## config.mk

```make
export PLATFORM = sky130hd
export DESIGN_NAME = ies_irq_seq
export DESIGN_NICKNAME = d
export VERILOG_FILES = /design/src/hdl/ies_pkg.sv /design/src/hdl/ies_flag_unit.sv /design/src/hdl/ies_alu.sv /design/src/hdl/ies_irq_seq.sv
export SDC_FILE = /design/constraint.sdc
export NUM_CORES = 1
export LEC_CHECK = 0
export ABC_AREA = 1
export BUFFER_PORTS_ARGS = -buffer_cell sky130_fd_sc_hd__buf_2
export CAP_MARGIN = 15
export CELL_PAD_IN_SITES_DETAIL_PLACEMENT = 1
export CELL_PAD_IN_SITES_GLOBAL_PLACEMENT = 1
export CORE_ASPECT_RATIO = 0.5
export CORE_MARGIN = 10
export CORE_UTILIZATION = 46
export DETAILED_ROUTE_END_ITERATION = 10
export PLACE_DENSITY = 0.92
export SLEW_MARGIN = 25
export SYNTH_ARGS = -nofsm -noshare
export SYNTH_HDL_FRONTEND = slang
export SYNTH_SLANG_ARGS = --single-unit
```

## constraint.sdc

```tcl
create_clock -name pclk -period 4.9 [get_ports pclk]
set_input_delay 0.49 -clock pclk [delete_from_list [all_inputs] [get_ports pclk]]
set_output_delay 0.49 -clock pclk [all_outputs]
set_load 0.05 [all_outputs]
```

## src/hdl/ies_pkg.sv

```systemverilog
// package: constants and types shared by the interrupt entry/exit sequencer
// Behaviour
// - core logic runs straight on pclk, no internal clock divider.
// - two-register alu op reads, computes and writes back in one cycle.
// - reset and each source own distinct vectors; source needs own and global enable.
// - lowest vector address wins; reset highest, source zero next.
// - accepting an interrupt clears the global enable bit.
// - global enable set inside a handler lets enabled requests nest.
// - return-from-handler op sets the global enable bit.
// - a flag source's pending flag is cleared by hardware when vectored.
// - writing one to a flag position clears it; zero leaves it.
// - events set flags even while disabled; flag holds until served or cleared.
// - flags raised with global enable off stay pending, then served by priority.
// - level sources request only while their condition is present.
// - after return, one interrupted instruction runs before another entry.
// - flags register is neither saved on entry nor restored on return.
// - global-disable op blocks any entry at once, even same cycle.
// - after global-enable op the next instruction runs before any entry.
// - entry takes four cycles, pushing the pc, then the vector runs.
// - the jump at the vector takes three cycles to reach the handler.
// - entry waits until a multi-cycle instruction has completed.
// - waking from sleep adds four cycles to the entry.
// - return takes four cycles, pops two pc bytes, stack pointer plus two.
// - stack grows down; entry push lowers the stack pointer by two.
// - global enable is flags register bit 7, software sets and clears it.
package ies_pkg;

  // ****************************************************************
  // sources
  // ****************************************************************
  localparam int NUM_FLAG  = 4;
  localparam int NUM_LEVEL = 2;
  localparam int NUM_SRC   = NUM_FLAG + NUM_LEVEL;
  localparam int SRC_W     = 3;
  localparam int CNT_W     = 3;

  // ****************************************************************
  // flags register layout
  // ****************************************************************
  localparam int FLAG_C   = 0;
  localparam int FLAG_Z   = 1;
  localparam int FLAG_N   = 2;
  localparam int FLAG_V   = 3;
  localparam int FLAG_S   = 4;
  localparam int FLAG_H   = 5;
  localparam int FLAG_GIE = 7;
  localparam logic [7:0] FLAGS_RESET = 8'h00;

  // ****************************************************************
  // timing in pclk cycles
  // ****************************************************************
  localparam logic [CNT_W-1:0] ENTRY_CYC  = 3'h4;
  localparam logic [CNT_W-1:0] JUMP_CYC   = 3'h3;
  localparam logic [CNT_W-1:0] WAKE_CYC   = 3'h4;
  localparam logic [CNT_W-1:0] RETURN_CYC = 3'h4;

  // ****************************************************************
  // vectors and stack
  // ****************************************************************
  localparam logic [15:0] RESET_VECTOR = 16'h0000;
  localparam logic [15:0] VEC_STEP     = 16'h0002;
  localparam logic [15:0] SP_RESET     = 16'h02ff;
  localparam logic [15:0] SP_STEP      = 16'h0001;

  // ****************************************************************
  // apb register map, byte addresses
  // ****************************************************************
  localparam int          ADDR_W       = 12;
  localparam logic [11:0] ADDR_FLAGS   = 12'h000;
  localparam logic [11:0] ADDR_ENABLE  = 12'h004;
  localparam logic [11:0] ADDR_PENDING = 12'h008;
  localparam logic [11:0] ADDR_SP      = 12'h00c;
  localparam logic [11:0] ADDR_STATUS  = 12'h010;
  localparam logic [11:0] ADDR_HANDLER = 12'h020;
  localparam logic [11:0] ADDR_STRIDE  = 12'h004;

  // ****************************************************************
  // types
  // ****************************************************************
  typedef enum logic [2:0] {
    IES_OP_OTHER, IES_OP_ALU, IES_OP_SEI, IES_OP_CLI, IES_OP_RETURN_FROM_HANDLER_OP
  } ies_op_t;

  typedef enum logic [2:0] {
    IES_ALU_ADD, IES_ALU_SUB, IES_ALU_AND, IES_ALU_OR, IES_ALU_EOR, IES_ALU_MOV
  } ies_alu_t;

  typedef enum logic [2:0] {
    IES_RUN, IES_WAKE, IES_ENTRY, IES_JUMP, IES_RETURN
  } ies_state_t;

endpackage

```

## src/hdl/ies_flag_unit.sv

```systemverilog
// pending flags of the flag-type interrupt sources
`timescale 1ns/1ps
module ies_flag_unit
  import ies_pkg::*;
(
  // clock and reset
  input  wire logic                pclk,
  input  wire logic                presetn,
  // events and clears
  input  wire logic [NUM_FLAG-1:0] flag_evt,
  input  wire logic                sw_clr_en,
  input  wire logic [NUM_FLAG-1:0] sw_clr_data,
  input  wire logic [NUM_FLAG-1:0] hw_clr,
  // state
  output logic      [NUM_FLAG-1:0] flags
);

  typedef struct packed {
    logic [NUM_FLAG-1:0] pend;
  } ies_flag_st_t;

  ies_flag_st_t st_reg;
  ies_flag_st_t st_next;

  // ****************************************************************
  // set wins over either clear so no event is lost
  // ****************************************************************
  always_comb begin
    logic [NUM_FLAG-1:0] clr;
    clr = hw_clr;
    if (sw_clr_en) begin
      clr = clr | sw_clr_data;
    end
    st_next.pend = (st_reg.pend & ~clr) | flag_evt;
  end

  always_ff @(posedge pclk or negedge presetn) begin
    if (!presetn) begin
      st_reg <= '0;
    end else begin
      st_reg <= st_next;
    end
  end

  assign flags = st_reg.pend;

endmodule

```

## src/hdl/ies_alu.sv

```systemverilog
// register file with single-cycle two-operand alu
`timescale 1ns/1ps
module ies_alu
  import ies_pkg::*;
(
  // clock and reset
  input  wire logic       pclk,
  input  wire logic       presetn,
  // operation
  input  wire logic       alu_valid,
  input  wire ies_alu_t   alu_func,
  input  wire logic [4:0] alu_rd,
  input  wire logic [4:0] alu_rr,
  // flags
  input  wire logic [7:0] flags_in,
  output logic      [7:0] flags_out,
  output logic      [7:0] alu_result
);

  typedef struct packed {
    logic [31:0][7:0] regs;
    logic [7:0]       result;
  } ies_alu_st_t;

  ies_alu_st_t st_reg;
  ies_alu_st_t st_next;

  always_comb begin
    logic [7:0] a;
    logic [7:0] b;
    logic [8:0] r;
    a = st_reg.regs[alu_rd];
    b = st_reg.regs[alu_rr];
    r = '0;
    flags_out = flags_in;
    st_next = st_reg;
    case (alu_func)
      IES_ALU_ADD: begin
        r = {1'b0, a} + {1'b0, b};
        flags_out[FLAG_H] = (a[3] & b[3]) | (b[3] & ~r[3]) | (~r[3] & a[3]);
        flags_out[FLAG_V] = (a[7] & b[7] & ~r[7]) | (~a[7] & ~b[7] & r[7]);
        flags_out[FLAG_C] = r[8];
      end
      IES_ALU_SUB: begin
        r = {1'b0, a} - {1'b0, b};
        flags_out[FLAG_H] = (~a[3] & b[3]) | (b[3] & r[3]) | (r[3] & ~a[3]);
        flags_out[FLAG_V] = (a[7] & ~b[7] & ~r[7]) | (~a[7] & b[7] & r[7]);
        flags_out[FLAG_C] = r[8];
      end
      IES_ALU_AND: begin
        r = {1'b0, a & b};
        flags_out[FLAG_V] = 1'b0;
      end
      IES_ALU_OR: begin
        r = {1'b0, a | b};
        flags_out[FLAG_V] = 1'b0;
      end
      IES_ALU_EOR: begin
        r = {1'b0, a ^ b};
        flags_out[FLAG_V] = 1'b0;
      end
      default: begin
        r = {1'b0, b};
      end
    endcase
    // move leaves the flags alone
    if (alu_func != IES_ALU_MOV) begin
      flags_out[FLAG_N] = r[7];
      flags_out[FLAG_Z] = (r[7:0] == 8'h00);
      flags_out[FLAG_S] = r[7] ^ flags_out[FLAG_V];
    end
    if (alu_valid) begin
      st_next.regs[alu_rd] = r[7:0];
      st_next.result       = r[7:0];
    end
  end

  always_ff @(posedge pclk or negedge presetn) begin
    if (!presetn) begin
      st_reg <= '0;
    end else begin
      st_reg <= st_next;
    end
  end

  assign alu_result = st_reg.result;

endmodule

```

## src/hdl/ies_irq_seq.sv

```systemverilog
// interrupt entry/exit sequencer with apb control registers
`timescale 1ns/1ps
module ies_irq_seq
  import ies_pkg::*;
(
  // clock and reset
  input  wire logic                 pclk,
  input  wire logic                 presetn,
  // apb slave
  input  wire logic [ADDR_W-1:0]    paddr,
  input  wire logic                 psel,
  input  wire logic                 penable,
  input  wire logic                 pwrite,
  input  wire logic [31:0]          pwdata,
  output logic      [31:0]          prdata,
  output logic                      pready,
  output logic                      pslverr,
  // interrupt sources
  input  wire logic [NUM_FLAG-1:0]  flag_evt,
  input  wire logic [NUM_LEVEL-1:0] level_req,
  // core execution
  input  wire logic                 instr_retire,
  input  wire ies_op_t              instr_op,
  input  wire logic [15:0]          instr_next_pc,
  input  wire logic                 core_sleep,
  input  wire ies_alu_t             alu_func,
  input  wire logic [4:0]           alu_rd,
  input  wire logic [4:0]           alu_rr,
  // core control
  output logic                      core_hold,
  output logic                      pc_load,
  output logic      [15:0]          pc_value,
  output logic                      gie,
  output logic      [7:0]           flags_register,
  output logic      [7:0]           alu_result,
  // stack memory
  output logic                      mem_we,
  output logic                      mem_re,
  output logic      [15:0]          mem_addr,
  output logic      [7:0]           mem_wdata,
  input  wire logic [7:0]           mem_rdata
);

  typedef struct packed {
    ies_state_t                  state;
    logic [CNT_W-1:0]            cnt;
    logic [7:0]                  flags_reg;
    logic [15:0]                 sp;
    logic [NUM_FLAG-1:0]         flag_en;
    logic [NUM_LEVEL-1:0]        level_en;
    logic                        guard;
    logic [SRC_W-1:0]            src;
    logic [15:0]                 ret_pc;
    logic [7:0]                  pop_hi;
    logic [NUM_SRC-1:0][15:0]    handler;
    logic                        pc_load;
    logic [15:0]                 pc_value;
    logic                        mem_we;
    logic                        mem_re;
    logic [15:0]                 mem_addr;
    logic [7:0]                  mem_wdata;
    logic [31:0]                 prdata;
    logic                        pslverr;
  } ies_seq_st_t;

  ies_seq_st_t           st_reg;
  ies_seq_st_t           st_next;
  logic [NUM_FLAG-1:0]   flags;
  logic [NUM_FLAG-1:0]   hw_clr;
  logic                  sw_clr_en;
  logic [7:0]            alu_flags;
  logic                  alu_valid;

  // ****************************************************************
  // helpers
  // ****************************************************************
  // lowest index is lowest vector address, so highest priority
  function automatic logic [SRC_W-1:0] pick_src(input logic [NUM_SRC-1:0] req);
    logic [SRC_W-1:0] idx;
    idx = '0;
    for (int i = NUM_SRC - 1; i >= 0; i--) begin
      if (req[i]) begin
        idx = SRC_W'(i);
      end
    end
    return idx;
  endfunction

  // reset owns vector zero, each source the slot after it
  function automatic logic [15:0] vector_of(input logic [SRC_W-1:0] s);
    return RESET_VECTOR + VEC_STEP * (16'(s) + 16'h0001);
  endfunction

  // handler slot decode, shared by read and write paths
  function automatic logic hit_handler(input logic [ADDR_W-1:0] a,
                                       output logic [SRC_W-1:0] idx);
    logic [ADDR_W-1:0] off;
    off = a - ADDR_HANDLER;
    idx = SRC_W'(off / ADDR_STRIDE);
    return (a >= ADDR_HANDLER) && (off[1:0] == 2'b00) &&
           (off < ADDR_W'(NUM_SRC) * ADDR_STRIDE);
  endfunction

  // ****************************************************************
  // sub blocks
  // ****************************************************************
  ies_flag_unit u_flags (
    .pclk        (pclk),
    .presetn     (presetn),
    .flag_evt    (flag_evt),
    .sw_clr_en   (sw_clr_en),
    .sw_clr_data (pwdata[NUM_FLAG-1:0]),
    .hw_clr      (hw_clr),
    .flags       (flags)
  );

  assign alu_valid = instr_retire && (instr_op == IES_OP_ALU) && (st_reg.state == IES_RUN);

  ies_alu u_alu (
    .pclk       (pclk),
    .presetn    (presetn),
    .alu_valid  (alu_valid),
    .alu_func   (alu_func),
    .alu_rd     (alu_rd),
    .alu_rr     (alu_rr),
    .flags_in   (st_reg.flags_reg),
    .flags_out  (alu_flags),
    .alu_result (alu_result)
  );

  // ****************************************************************
  // apb write strobes
  // ****************************************************************
  logic                 apb_wr;
  logic                 apb_setup;
  logic                 hit_h;
  logic [SRC_W-1:0]     h_idx;

  assign apb_wr    = psel && penable && pwrite;
  assign apb_setup = psel && !penable;
  assign sw_clr_en = apb_wr && (paddr == ADDR_PENDING);

  always_comb begin
    h_idx = '0;
    hit_h = hit_handler(paddr, h_idx);
  end

  // ****************************************************************
  // request and acceptance
  // ****************************************************************
  logic [NUM_SRC-1:0]   req;
  logic                 req_any;
  logic                 gie_eff;
  logic                 boundary;
  logic                 take;

  always_comb begin
    // level sources ask only while their condition stands
    req     = {level_req & st_reg.level_en, flags & st_reg.flag_en};
    req_any = |req;
    // global disable op closes the gate in its own cycle
    gie_eff = st_reg.flags_reg[FLAG_GIE] &&
              !(instr_retire && instr_op == IES_OP_CLI);
    // retire marks a completed instruction, even a multi-cycle one
    boundary = (instr_retire && instr_op != IES_OP_SEI &&
                instr_op != IES_OP_RETURN_FROM_HANDLER_OP) ||
               (core_sleep && !st_reg.guard);
    take = (st_reg.state == IES_RUN) && gie_eff && req_any && boundary;
  end

  // ****************************************************************
  // sequencer and registers
  // ****************************************************************
  always_comb begin
    st_next         = st_reg;
    st_next.pc_load = 1'b0;
    st_next.mem_we  = 1'b0;
    st_next.mem_re  = 1'b0;
    hw_clr          = '0;

    // software side first, the sequence below overrides it
    if (apb_wr) begin
      case (paddr)
        ADDR_FLAGS:  st_next.flags_reg = pwdata[7:0];
        ADDR_ENABLE: begin
          st_next.flag_en  = pwdata[NUM_FLAG-1:0];
          st_next.level_en = pwdata[NUM_SRC-1:NUM_FLAG];
        end
        ADDR_SP:     st_next.sp = pwdata[15:0];
        default: begin
          if (hit_h) begin
            st_next.handler[h_idx] = pwdata[15:0];
          end
        end
      endcase
    end
    if (alu_valid) begin
      st_next.flags_reg[FLAG_H:FLAG_C] = alu_flags[FLAG_H:FLAG_C];
    end
    if (instr_retire && st_reg.state == IES_RUN) begin
      st_next.guard = 1'b0;
      if (instr_op == IES_OP_SEI) begin
        st_next.flags_reg[FLAG_GIE] = 1'b1;
        st_next.guard               = 1'b1;
      end else if (instr_op == IES_OP_CLI) begin
        st_next.flags_reg[FLAG_GIE] = 1'b0;
      end
    end

    case (st_reg.state)
      IES_RUN: begin
        if (instr_retire && instr_op == IES_OP_RETURN_FROM_HANDLER_OP) begin
          st_next.state    = IES_RETURN;
          st_next.cnt      = '0;
          st_next.mem_re   = 1'b1;
          st_next.mem_addr = st_reg.sp + SP_STEP;
        end else if (take) begin
          st_next.src                 = pick_src(req);
          st_next.ret_pc              = instr_next_pc;
          st_next.flags_reg[FLAG_GIE] = 1'b0;
          st_next.cnt                 = '0;
          if (core_sleep && !instr_retire) begin
            st_next.state = IES_WAKE;
          end else begin
            st_next.state     = IES_ENTRY;
            st_next.mem_we    = 1'b1;
            st_next.mem_addr  = st_reg.sp;
            st_next.mem_wdata = instr_next_pc[7:0];
          end
        end
      end
      IES_WAKE: begin
        st_next.cnt = st_reg.cnt + 1'b1;
        if (st_reg.cnt == WAKE_CYC - 1'b1) begin
          st_next.state     = IES_ENTRY;
          st_next.cnt       = '0;
          st_next.mem_we    = 1'b1;
          st_next.mem_addr  = st_reg.sp;
          st_next.mem_wdata = st_reg.ret_pc[7:0];
        end
      end
      IES_ENTRY: begin
        st_next.cnt = st_reg.cnt + 1'b1;
        if (st_reg.cnt == '0) begin
          // high byte below the low byte; stack grows downward
          st_next.mem_we    = 1'b1;
          st_next.mem_addr  = st_reg.sp - SP_STEP;
          st_next.mem_wdata = st_reg.ret_pc[15:8];
        end
        if (st_reg.cnt == ENTRY_CYC - 3'h2) begin
          st_next.pc_load  = 1'b1;
          st_next.pc_value = vector_of(st_reg.src);
          st_next.sp       = st_reg.sp - (SP_STEP + SP_STEP);
          if (32'(st_reg.src) < NUM_FLAG) begin
            hw_clr[st_reg.src[1:0]] = 1'b1;
          end
        end
        if (st_reg.cnt == ENTRY_CYC - 1'b1) begin
          st_next.state = IES_JUMP;
          st_next.cnt   = '0;
        end
      end
      IES_JUMP: begin
        st_next.cnt = st_reg.cnt + 1'b1;
        if (st_reg.cnt == JUMP_CYC - 3'h2) begin
          st_next.pc_load  = 1'b1;
          st_next.pc_value = st_reg.handler[st_reg.src];
        end
        if (st_reg.cnt == JUMP_CYC - 1'b1) begin
          st_next.state = IES_RUN;
        end
      end
      IES_RETURN: begin
        st_next.cnt = st_reg.cnt + 1'b1;
        if (st_reg.cnt == '0) begin
          st_next.mem_re   = 1'b1;
          st_next.mem_addr = st_reg.sp + (SP_STEP + SP_STEP);
        end
        if (st_reg.cnt == 3'h1) begin
          st_next.pop_hi = mem_rdata;
        end
        if (st_reg.cnt == RETURN_CYC - 3'h2) begin
          st_next.pc_load             = 1'b1;
          st_next.pc_value            = {st_reg.pop_hi, mem_rdata};
          st_next.sp                  = st_reg.sp + (SP_STEP + SP_STEP);
          st_next.flags_reg[FLAG_GIE] = 1'b1;
        end
        if (st_reg.cnt == RETURN_CYC - 1'b1) begin
          // one interrupted instruction must retire before the next entry
          st_next.state = IES_RUN;
          st_next.guard = 1'b1;
        end
      end
      default: begin
        st_next.state = IES_RUN;
      end
    endcase
    // the low flags are left untouched by entry and return
    // software keeps them if a handler needs them

    // read data is latched in setup so the access phase is zero wait
    if (apb_setup) begin
      st_next.pslverr = 1'b0;
      st_next.prdata  = '0;
      case (paddr)
        ADDR_FLAGS:   st_next.prdata[7:0] = st_reg.flags_reg;
        ADDR_ENABLE:  st_next.prdata[NUM_SRC-1:0] = {st_reg.level_en, st_reg.flag_en};
        ADDR_PENDING: st_next.prdata[NUM_SRC-1:0] = {level_req, flags};
        ADDR_SP:      st_next.prdata[15:0] = st_reg.sp;
        ADDR_STATUS:  st_next.prdata[SRC_W+1:0] = {st_reg.src, st_reg.guard,
                                                   st_reg.state != IES_RUN};
        default: begin
          if (hit_h) begin
            st_next.prdata[15:0] = st_reg.handler[h_idx];
          end else begin
            st_next.pslverr = 1'b1;
          end
        end
      endcase
    end
  end

  // single undivided clock for all sequencing state
  always_ff @(posedge pclk or negedge presetn) begin
    if (!presetn) begin
      st_reg           <= '0;
      st_reg.state     <= IES_RUN;
      st_reg.flags_reg <= FLAGS_RESET;
      st_reg.sp        <= SP_RESET;
    end else begin
      st_reg <= st_next;
    end
  end

  // ****************************************************************
  // outputs
  // ****************************************************************
  assign prdata         = st_reg.prdata;
  assign pready         = 1'b1;
  assign pslverr        = st_reg.pslverr;
  assign core_hold      = (st_reg.state != IES_RUN);
  assign pc_load        = st_reg.pc_load;
  assign pc_value       = st_reg.pc_value;
  assign gie            = st_reg.flags_reg[FLAG_GIE];
  assign flags_register = st_reg.flags_reg;
  assign mem_we         = st_reg.mem_we;
  assign mem_re         = st_reg.mem_re;
  assign mem_addr       = st_reg.mem_addr;
  assign mem_wdata      = st_reg.mem_wdata;

endmodule

```

# Yosys cells after proc, flatten, opt, wreduce, memory -nomap -nowiden
# Cells that the tools add are included.
# word_totals
wordCells	305
in_bits	97
register_bits	488
# classes
reduce_logical	60
bitwise_logic	38
add_sub_neg	9
eq_ne	38
mux	87
n_lt_le_gt_ge	11
# ops
op	count
256-bit bitwise mux	1
16-bit 2-to-1 mux	8
16-bit binary-select mux with 3-bit select	2
96-bit bitwise mux	1
24-bit 2-to-1 mux	4
8-bit binary-select mux with 5-bit select	2
17-bit 2-to-1 mux	4
16-bit case mux with 4 select lines	1
17-bit case mux with 3 select lines	1
16-bit demux with 3-bit select	1
8-bit demux with 5-bit select	1
8-bit 2-to-1 mux	5
8-bit case mux with 5 select lines	1
16-bit case mux with 2 select lines	1
30-bit 2-to-1 mux	1
6-bit 2-to-1 mux	5
5-bit case mux with 5 select lines	1
12-bit by 4-bit equality test with 1-bit output (second input constant)	2
3-bit by 2-bit equality test with 1-bit output (second input constant)	8
3-bit 2-to-1 mux	8
2-bit != test (second input constant)	12
8-bit case mux with 3 select lines	1
1-bit logical AND	22
1-bit 2-to-1 mux	19
other kinds (67)	131

# Longest topological paths before layout
# Gate-level depths: netlist of run 1.
# logic_depth
depth_word	12
mapped_depth	25
ltp_nobuf	23

# By module
# From an unflattened synthesis of run 1, not the netlist that was laid out.
# unflattened
cells_unflattened	3912
hier_area_um2	28941.5
# modules_own_cells
module	area_per_inst_um2	n_inst	cells_each
ies_alu	15294.7	1	2000
ies_irq_seq	13466.7	1	1888
ies_flag_unit	180.2	1	24

# Worst setup path before layout of run 1
# OpenSTA, ideal clock, no wires.
# synth_path
path_kind	input -> register
from	input alu_rd[0]
to	register u_alu.st_reg[187] in the netlist's numbering
t_required_ns	4.782
setup_slack_ns	0.864
setup_ns	0.118
t_arrival_ns	3.918
stages	20
path_cell_list	inv_1 > nor2_1 > buf_2 > buf_1 > a22oi_1 > a21oi_1 > or2_2 > nor4_1 > inv_1 > ha_1 > nand2_1 > nand3_1 > fa_1 > nand2_1 > nand2_1 > a211oi_2 > nand2_2 > buf_2 > nand3_1 > nand2_1
# synth_between
elab_chain_cells	5
word_cells_on_any_way	14
cone_classes	2 x add/sub; 2 x order compare; 6 x mux; 3 x bitwise; 1 x reduce/logical
# synth_rtl
element	line_no	source
start: declaration	ies_irq_seq.sv:27	input wire logic [4:0] alu_rd,
8-bit binary-select mux with 5-bit select (tied with other cells)	ies_alu.sv:32	a = st_reg.regs[alu_rd];
8-bit 2-to-1 mux (not written as such) or 1-bit logical AND (tied branches)	ies_alu.sv:32, ies_alu.sv:73	
8-bit by 8-bit subtractor with 9-bit output (tied with other cells)	ies_alu.sv:45	r = {1'b0, a} - {1'b0, b};
8-bit case mux with 5 select lines or 8-bit demux with 5-bit select (tied branches)	n/a	
256-bit bitwise mux (*)	ies_alu.sv:73	st_next.regs[alu_rd] = r[7:0];
end signal: assignment	ies_alu.sv:82	st_reg <= st_next;
end: declaration	ies_alu.sv:25	ies_alu_st_t st_reg;
# Every way passes the cells marked *; elsewhere a longest branch is shown, timed or not. The select of a mux whose other input is x is not followed.
# A chain may end at the register's enable or synchronous reset.

# Final worst setup path of run 1
# layout_path
from	input alu_rd[0]
to	register u_alu.st_reg[139] in the netlist's numbering
# The elaborated chain is that of the path after synthesis.

==> results.sh, run 1 <==
export IMPL_max_vdd_ir_drop_v=0.000319
export IMPL_synth_cell_types=58
export IMPL_min_period_over_period_pct=88.1
export IMPL_clkSinkCount=488
export IMPL_hold_end="st_reg[195]$_DFFE_PN0P_"
export IMPL_route_detailed_drc=0
export IMPL_syn_to_final_growth_pct=9.65
export IMPL_fin_crit_ns=4.32
export IMPL_fillers=7641
export IMPL_dp_hpwl_mm=73.9
export IMPL_viasPerCell=6.22
export IMPL_chipWidth_um=371
export IMPL_drive_gt1_share_pct=10.9
export IMPL_hold_path_depth=3
export IMPL_largest_reg_flops=256
export IMPL_cp_cell_sequence="buf_2, inv_1, nor2_4, buf_4, a22oi_1, a21oi_1, or2_2, nor4_1, ha_1, inv_1, nand3_1, nand3_1, fa_1, nand2_1, nand2_1, a211oi_2, nand2_2, buf_4, nand3_1, nand2_1"
export IMPL_yosys_warnings=0
export IMPL_hold_viol=0
export IMPL_r2r_start="u_alu.st_reg[232]$_DFFE_PN0P_"
export IMPL_grt_setup_unrepaired="no"
export IMPL_max_stage_delay_ns=0.80
export IMPL_yosys_top_cells_count="nand2_1 (1000), o21ai_0 (524), dfrtp_1 (479)"
export IMPL_grt_util_all_layers_pct=29.2
export IMPL_hold_start="instr_next_pc[15]"
export IMPL_finalSetupViolations=0
export IMPL_synth_ff_type="dfrtp_1"
export IMPL_drtIter0Drc=2963
export IMPL_grt_overflow_total=0
export IMPL_cts_buffers=47
export IMPL_relSlewSlack_pct=33.1
export IMPL_crit_path_top_delay_cell="nor4_1"
export IMPL_netlist_area_um2=28300
export IMPL_seq_area_frac_synth_pct=43.2
export IMPL_cts_root_buf="clkbuf_16"
export IMPL_grt_pass1_vias=29700
export IMPL_ioPinCount=192
export IMPL_wl_per_cell_um=23.9
export IMPL_p_leak_nw=14.2
export IMPL_critPathMaxFanout=28
export IMPL_critPathCaptureType="flip-flop"
export IMPL_worstSetupPathType="in -> reg"
export IMPL_post_cts_buffers=0
export IMPL_synthCells=3769
export IMPL_crit_required_ns=5.40
export IMPL_postRouteAntennaNets=0
export IMPL_reg2reg_to="u_alu.st_reg[139]$_DFFE_PN0P_"
export IMPL_routed_wl_mm=110
export IMPL_grt_pass1_wl_mm=170
export IMPL_synth_top_area_share_pct=42.4
export IMPL_fp_dieH_um=195
export IMPL_finalMaxSlewViolations=0
export IMPL_cap_violations=0
export IMPL_min_path_type="in -> reg"
export IMPL_yosysTopAreaCell="dfrtp_1"
export IMPL_yosysMostFrequentCell="nand2_1"
export IMPL_worstPathArrival_ns=4.82
export IMPL_h_tree_depth=2
export IMPL_start_kind="input port"
export IMPL_grt_max_degree=140
export IMPL_synth_area_leaders="dfrtp_1 (42%), nand2_1 (13%), o21ai_0 (9.3%)"
export IMPL_rr_worst_depth=16
export IMPL_dr_pass1_iters=6
export IMPL_max_freq_mhz=232
export IMPL_power_mw=12.1
export IMPL_syn_avg_cell_area_um2=7.51
export IMPL_final_setup_skew_ns=0.0273
export IMPL_antenna_found_initial=10
export IMPL_start_util_pct=46.4
export IMPL_die_area_um2=72400
export IMPL_status="finished, final reports clean"
export IMPL_holdBufCountCts=1
export IMPL_portBuffers=158
export IMPL_finalNetCount=3891
export IMPL_clkTransAtPathRegs_ns=0.07
export IMPL_place_gp_congestion=0.970
export IMPL_synth_seq_cells=488
export IMPL_async_flop_share_pct=100
export IMPL_setup_tns_final_ns=0
export IMPL_clock_latency_ns=0.62
export IMPL_tritoncts="yes"
export IMPL_power_density_nw_per_um2=390
export IMPL_core_area_um2=61000
export IMPL_regToRegSetupSlack_ns=0.59
export IMPL_rows=64
export IMPL_synth_edf_count=0
export IMPL_tightest_slew_ns=1.00
export IMPL_vias=28700
export IMPL_postCtsResizedCells=0
export IMPL_cts_buffer_depth=3
==> cell type report <==
type / instances / area (µm²) / share of cell area (%)
Clock inverter: 21 / 264 / 0.851
Multi-Input combinational cell: 2723 / 13500 / 43.6
Tap cell: 825 / 1030 / 3.33
Inverter: 248 / 932 / 3.00
Clock buffer: 65 / 1410 / 4.53
Timing Repair Buffer: 240 / 1620 / 5.23
Antenna cell: 7 / 17.5 / 0.0565
Sequential cell: 488 / 12200 / 39.4
==> power breakdown <==
group          leakage, nW  switching (mW)  internal, mW  total [mW]
Sequential            6.55           0.347          4.44        4.78
Combinational         6.79            2.45         0.836        3.28
Clock                0.810            1.76          2.28        4.04
==> routing by layer <==
layer / wire length, µm / global-route usage (%) / share of wire [%]
met1: 43100 / 36.1 / 39
met2: 51600 / 47.9 / 47
met4: 5930 / 16.3 / 5.4
met3: 9440 / 5.57 / 8.6
met5: 46 / 0 / 0.042
==> worst max-delay path, delay by kind of cell <==
family,cells,cell delay [ns]
simple gates,10,1.91
fa+ha+maj,2,0.75
buf+inv,5,0.80
compound gates,3,0.87
==> per-stage QoR <==
stage	worst slack (ns)	std cells	hold slack, ns	area, µm²	utilization, %
5_1_grt	0.211	4616	0.106	31000	50.8
4_1_cts	0.684	4610	0.0968	31000	50.8
3_3_place_gp	0.275	4522	0.458	29300	48.0
6_report	0.582	4617	0.109	31000	50.9
3_5_place_dp	0.122	4523	0.465	29300	48.1
2_1_floorplan	0.864	3784	0.194	28400	-
==> cell families after synthesis <==
group                    Yosys count  share of synthesized area [%]
XOR/XNOR                          34                           1.05
adder cells (fa/ha/maj)           46                           2.14
AND/OR/NAND/NOR                 1660                           24.6
AO/OA/AOI/OAI                    962                           19.5
multiplexers                       4                          0.155
buffers and inverters            573                           9.30
other                              2                         0.0265
flip-flops                       488                           43.2
==> how the worst max path moves through the flow <==
stage                                        from                       endpoint  cells past startpoint
detailed placement                      alu_rd[0]   u_alu.st_reg[19]$_DFFE_PN0P_                     20
global placement                        alu_rd[0]   u_alu.st_reg[91]$_DFFE_PN0P_                     20
CTS                 u_alu.st_reg[232]$_DFFE_PN0P_   u_alu.st_reg[75]$_DFFE_PN0P_                     16
global route                            alu_rd[0]  flags_register[1]$_DFFE_PN0P_                     18
finish                                  alu_rd[0]  u_alu.st_reg[139]$_DFFE_PN0P_                     20
floorplan                               alu_rd[0]  u_alu.st_reg[187]$_DFFE_PN0P_                     20
==> layout by cell type (no fill, tap or decap), drive strengths merged, types with 9 or more instances in the layout <==
cell    count
clkbuf     65
dfstp       9
dfrtp     479
nor4       10
inv       239
o221ai     14
clkinv     19
nand2    1006
or2        38
o211ai     29
nand4      17
o22ai      65
nor2      219
a22oi     133
a31oi      11
ha         42
a21oi     141
conb       17
nor3       27
o21ai     530
nand3     340
buf       239
xor2       33
Note: power is estimated with default switching activity, not from simulation.
==> run 2: changes to the inputs <==
CELL_PAD_IN_SITES_DETAIL_PLACEMENT = 0   (was 1)
==> run 2 against run 1 <==
  * Sequential cell count unchanged
  * Via count decreased by 5.3%
  * Non-clock buffer count unchanged
  * Count of clock-buffer cells in the layout increased by 6
  * Critical endpoint is now u_alu.st_reg[43]$_DFFE_PN0P_
  * Sequential share of layout area about the same
  * Final area about the same
  * Largest cell class unchanged
  * Worst setup slack improved by 0.070 ns
==> results.sh, run 2 (synthesis results as in run 1) <==
export IMPL_wl_per_cell_um=20.9
export IMPL_post_cts_buffers=0
export IMPL_combPwrFrac_pct=26.3
export IMPL_max_freq_mhz=235
export IMPL_grt_overflow_total=0
export IMPL_largest_reg_flops=256
export IMPL_hold_end="st_reg[195]$_DFFE_PN0P_"
export IMPL_drive_gt1_share_pct=10.8
export IMPL_preCtsSetupSlack_ns=0.267
export IMPL_setup_tns_final_ns=0
export IMPL_final_util_pct=50.9
export IMPL_p_int_mw=7.60
export IMPL_vias=27200
export IMPL_critPathMaxFanout=28
export IMPL_cap_violations=0
export IMPL_fp_dieH_um=195
export IMPL_cts_buffers=48
export IMPL_grt_max_degree=140
export IMPL_reg2reg_to="u_alu.st_reg[43]$_DFFE_PN0P_"
export IMPL_route_detailed_drc=0
export IMPL_core_area_um2=61000
export IMPL_place_gp_congestion=0.970
export IMPL_status="finished, final reports clean"
export IMPL_fin_area_um2=31000
export IMPL_finalSetupViolations=0
export IMPL_place_inst=4523
export IMPL_syn_to_final_growth_pct=9.68
export IMPL_clock_latency_ns=0.61
export IMPL_dp_hpwl_mm=65.3
export IMPL_final_setup_skew_ns=0.0248
export IMPL_start_util_pct=46.4
export IMPL_rows=64
export IMPL_rr_worst_depth=16
export IMPL_hold_path_depth=3
export IMPL_drtIter0Drc=3608
export IMPL_min_period_over_period_pct=86.7
export IMPL_grt_setup_unrepaired="no"
export IMPL_p_clk_share_pct=33.7
export IMPL_relSlewSlack_pct=34.9
export IMPL_ioPinCount=192
export IMPL_finalNetCount=3892
export IMPL_swShare_pct=36.2
export IMPL_grt_util_all_layers_pct=25.7
export IMPL_switching_power_mw=4.32
export IMPL_regToRegSetupSlack_ns=0.65
export IMPL_portBuffers=158
export IMPL_max_vdd_ir_drop_v=0.000388
export IMPL_chipWidth_um=371
export IMPL_viasPerCell=5.89
export IMPL_worst_slack_ns=0.653
export IMPL_clkSinkCount=488
export IMPL_clkTransAtPathRegs_ns=0.06
export IMPL_tritoncts="yes"
export IMPL_min_path_type="in -> reg"
export IMPL_power_density_nw_per_um2=384
export IMPL_postRouteAntennaNets=0
export IMPL_most_common_layout_cells="nand2_1 (999), o21ai_0 (524), dfrtp_1 (479)"
export IMPL_instances_no_fill=4615
export IMPL_grt_pass1_vias=25900
export IMPL_cts_root_buf="clkbuf_16"
export IMPL_antenna_found_initial=6
export IMPL_critPathCaptureType="flip-flop"
export IMPL_finalMaxSlewViolations=0
export IMPL_worstSetupPathType="reg -> reg"
export IMPL_tightest_slew_ns=0.971
export IMPL_place_area_um2=29300
export IMPL_worstPathArrival_ns=4.73
export IMPL_cts_buffer_depth=3
export IMPL_routed_wl_mm=96.6
export IMPL_hold_start="instr_next_pc[15]"
export IMPL_p_leak_nw=14.2
export IMPL_postCtsResizedCells=0
export IMPL_r2r_start="u_alu.st_reg[232]$_DFFE_PN0P_"
export IMPL_start_kind="flip-flop"
export IMPL_die_area_um2=72400
export IMPL_fin_crit_ns=4.25
export IMPL_h_tree_depth=2
export IMPL_layout_commonest_cell="nand2_1"
export IMPL_hold_viol=0
export IMPL_crit_required_ns=5.39
export IMPL_grt_pass1_wl_mm=150
export IMPL_dr_pass1_iters=6
export IMPL_pwr_share_seq_pct=39.9
-- run 2: changes by cell type in the layout (fill, tap and decap cells not counted) --
cell / previous run / this run
clkbuf_8: 14 / 13
inv_2: 7 / 6
nor2_1: 207 / 208
clkinv_1: 9 / 10
diode_2: 7 / 3
clkinv_2: 8 / 9
clkbuf_16: 48 / 50
nor2_2: 7 / 6
inv_6: 1 / 0
clkinvlp_4: 6 / 2
clkbuf_1: 3 / 8
-- run 2: layout make-up --
class                   count  area, µm²
fillers                  5922      30000
clock buffers              71       1460
flip-flops and latches    488      12200
multi-input cells        2723      13500
inverters                 248        932
clock inverters            17        230
well taps                 825       1030
repair buffers            240       1620
diodes                      3       7.51
-- run 2: power groups by stage --
stage / combinational [mW] / clock, mW / sequential (mW)
final: 3.14 / 4.02 / 4.76
after global routing: 3.41 / 4.23 / 4.80
after CTS: 3.12 / 4.07 / 4.75
after detailed placement: 3.11 / 0 / 4.82
after global placement: 3.07 / 0 / 4.81
after floorplan: 2.45 / 0 / 4.71
-- run 2: repair_timing --
item / in CTS / in global routing
endpoints found under the hold margin: 82 / 0
endpoints found under the setup margin: 0 / 0
hold buffers: 1 / 0
-- run 2: per-layer routing --
layer / routed length (µm) / part of all wire (%) / up-vias / GRT usage, %
met4: 4240 / 4.4 / 4 / 10.8
met5: 25 / 0.026 / - / 0
li1: - / - / 12500 / -
met2: 43700 / 45 / 1395 / 40.7
met1: 39900 / 41 / 13000 / 34.6
met3: 8690 / 9.0 / 253 / 4.29
-- run 2: worst max-delay path by stage --
stage / slack [ns] / from / cells past startpoint / to
floorplan: 0.86 / alu_rd[0] / 20 / u_alu.st_reg[187]$_DFFE_PN0P_
global placement: 0.27 / alu_rd[0] / 20 / u_alu.st_reg[91]$_DFFE_PN0P_
detailed placement: 0.27 / alu_rd[0] / 20 / u_alu.st_reg[51]$_DFFE_PN0P_
CTS: 0.84 / u_alu.st_reg[232]$_DFFE_PN0P_ / 16 / u_alu.st_reg[51]$_DFFE_PN0P_
global route: 0.38 / alu_rd[0] / 20 / u_alu.st_reg[155]$_DFFE_PN0P_
finish: 0.65 / u_alu.st_reg[232]$_DFFE_PN0P_ / 16 / u_alu.st_reg[43]$_DFFE_PN0P_
-- run 2: critical path: stages, from the launching register on --
cell	delay, ns
dfrtp_1	0.41
a22oi_1	0.23
a21oi_1	0.20
or2_2	0.33
nor4_1	0.81
ha_1	0.31
inv_1	0.06
nand3_1	0.06
nand3_1	0.11
fa_1	0.43
nand2_1	0.07
nand2_1	0.07
a211oi_2	0.46
nand2_2	0.08
buf_4	0.27
nand3_1	0.13
nand2_1	0.07
-- run 2: metrics by stage --
step	total power [mW]	hold WS, ns
final	11.9	0.112
after global routing	12.4	0.122
after CTS	11.9	0.0991
after global placement	7.88	0.458
after detailed placement	7.93	0.465
after floorplan	7.17	0.194
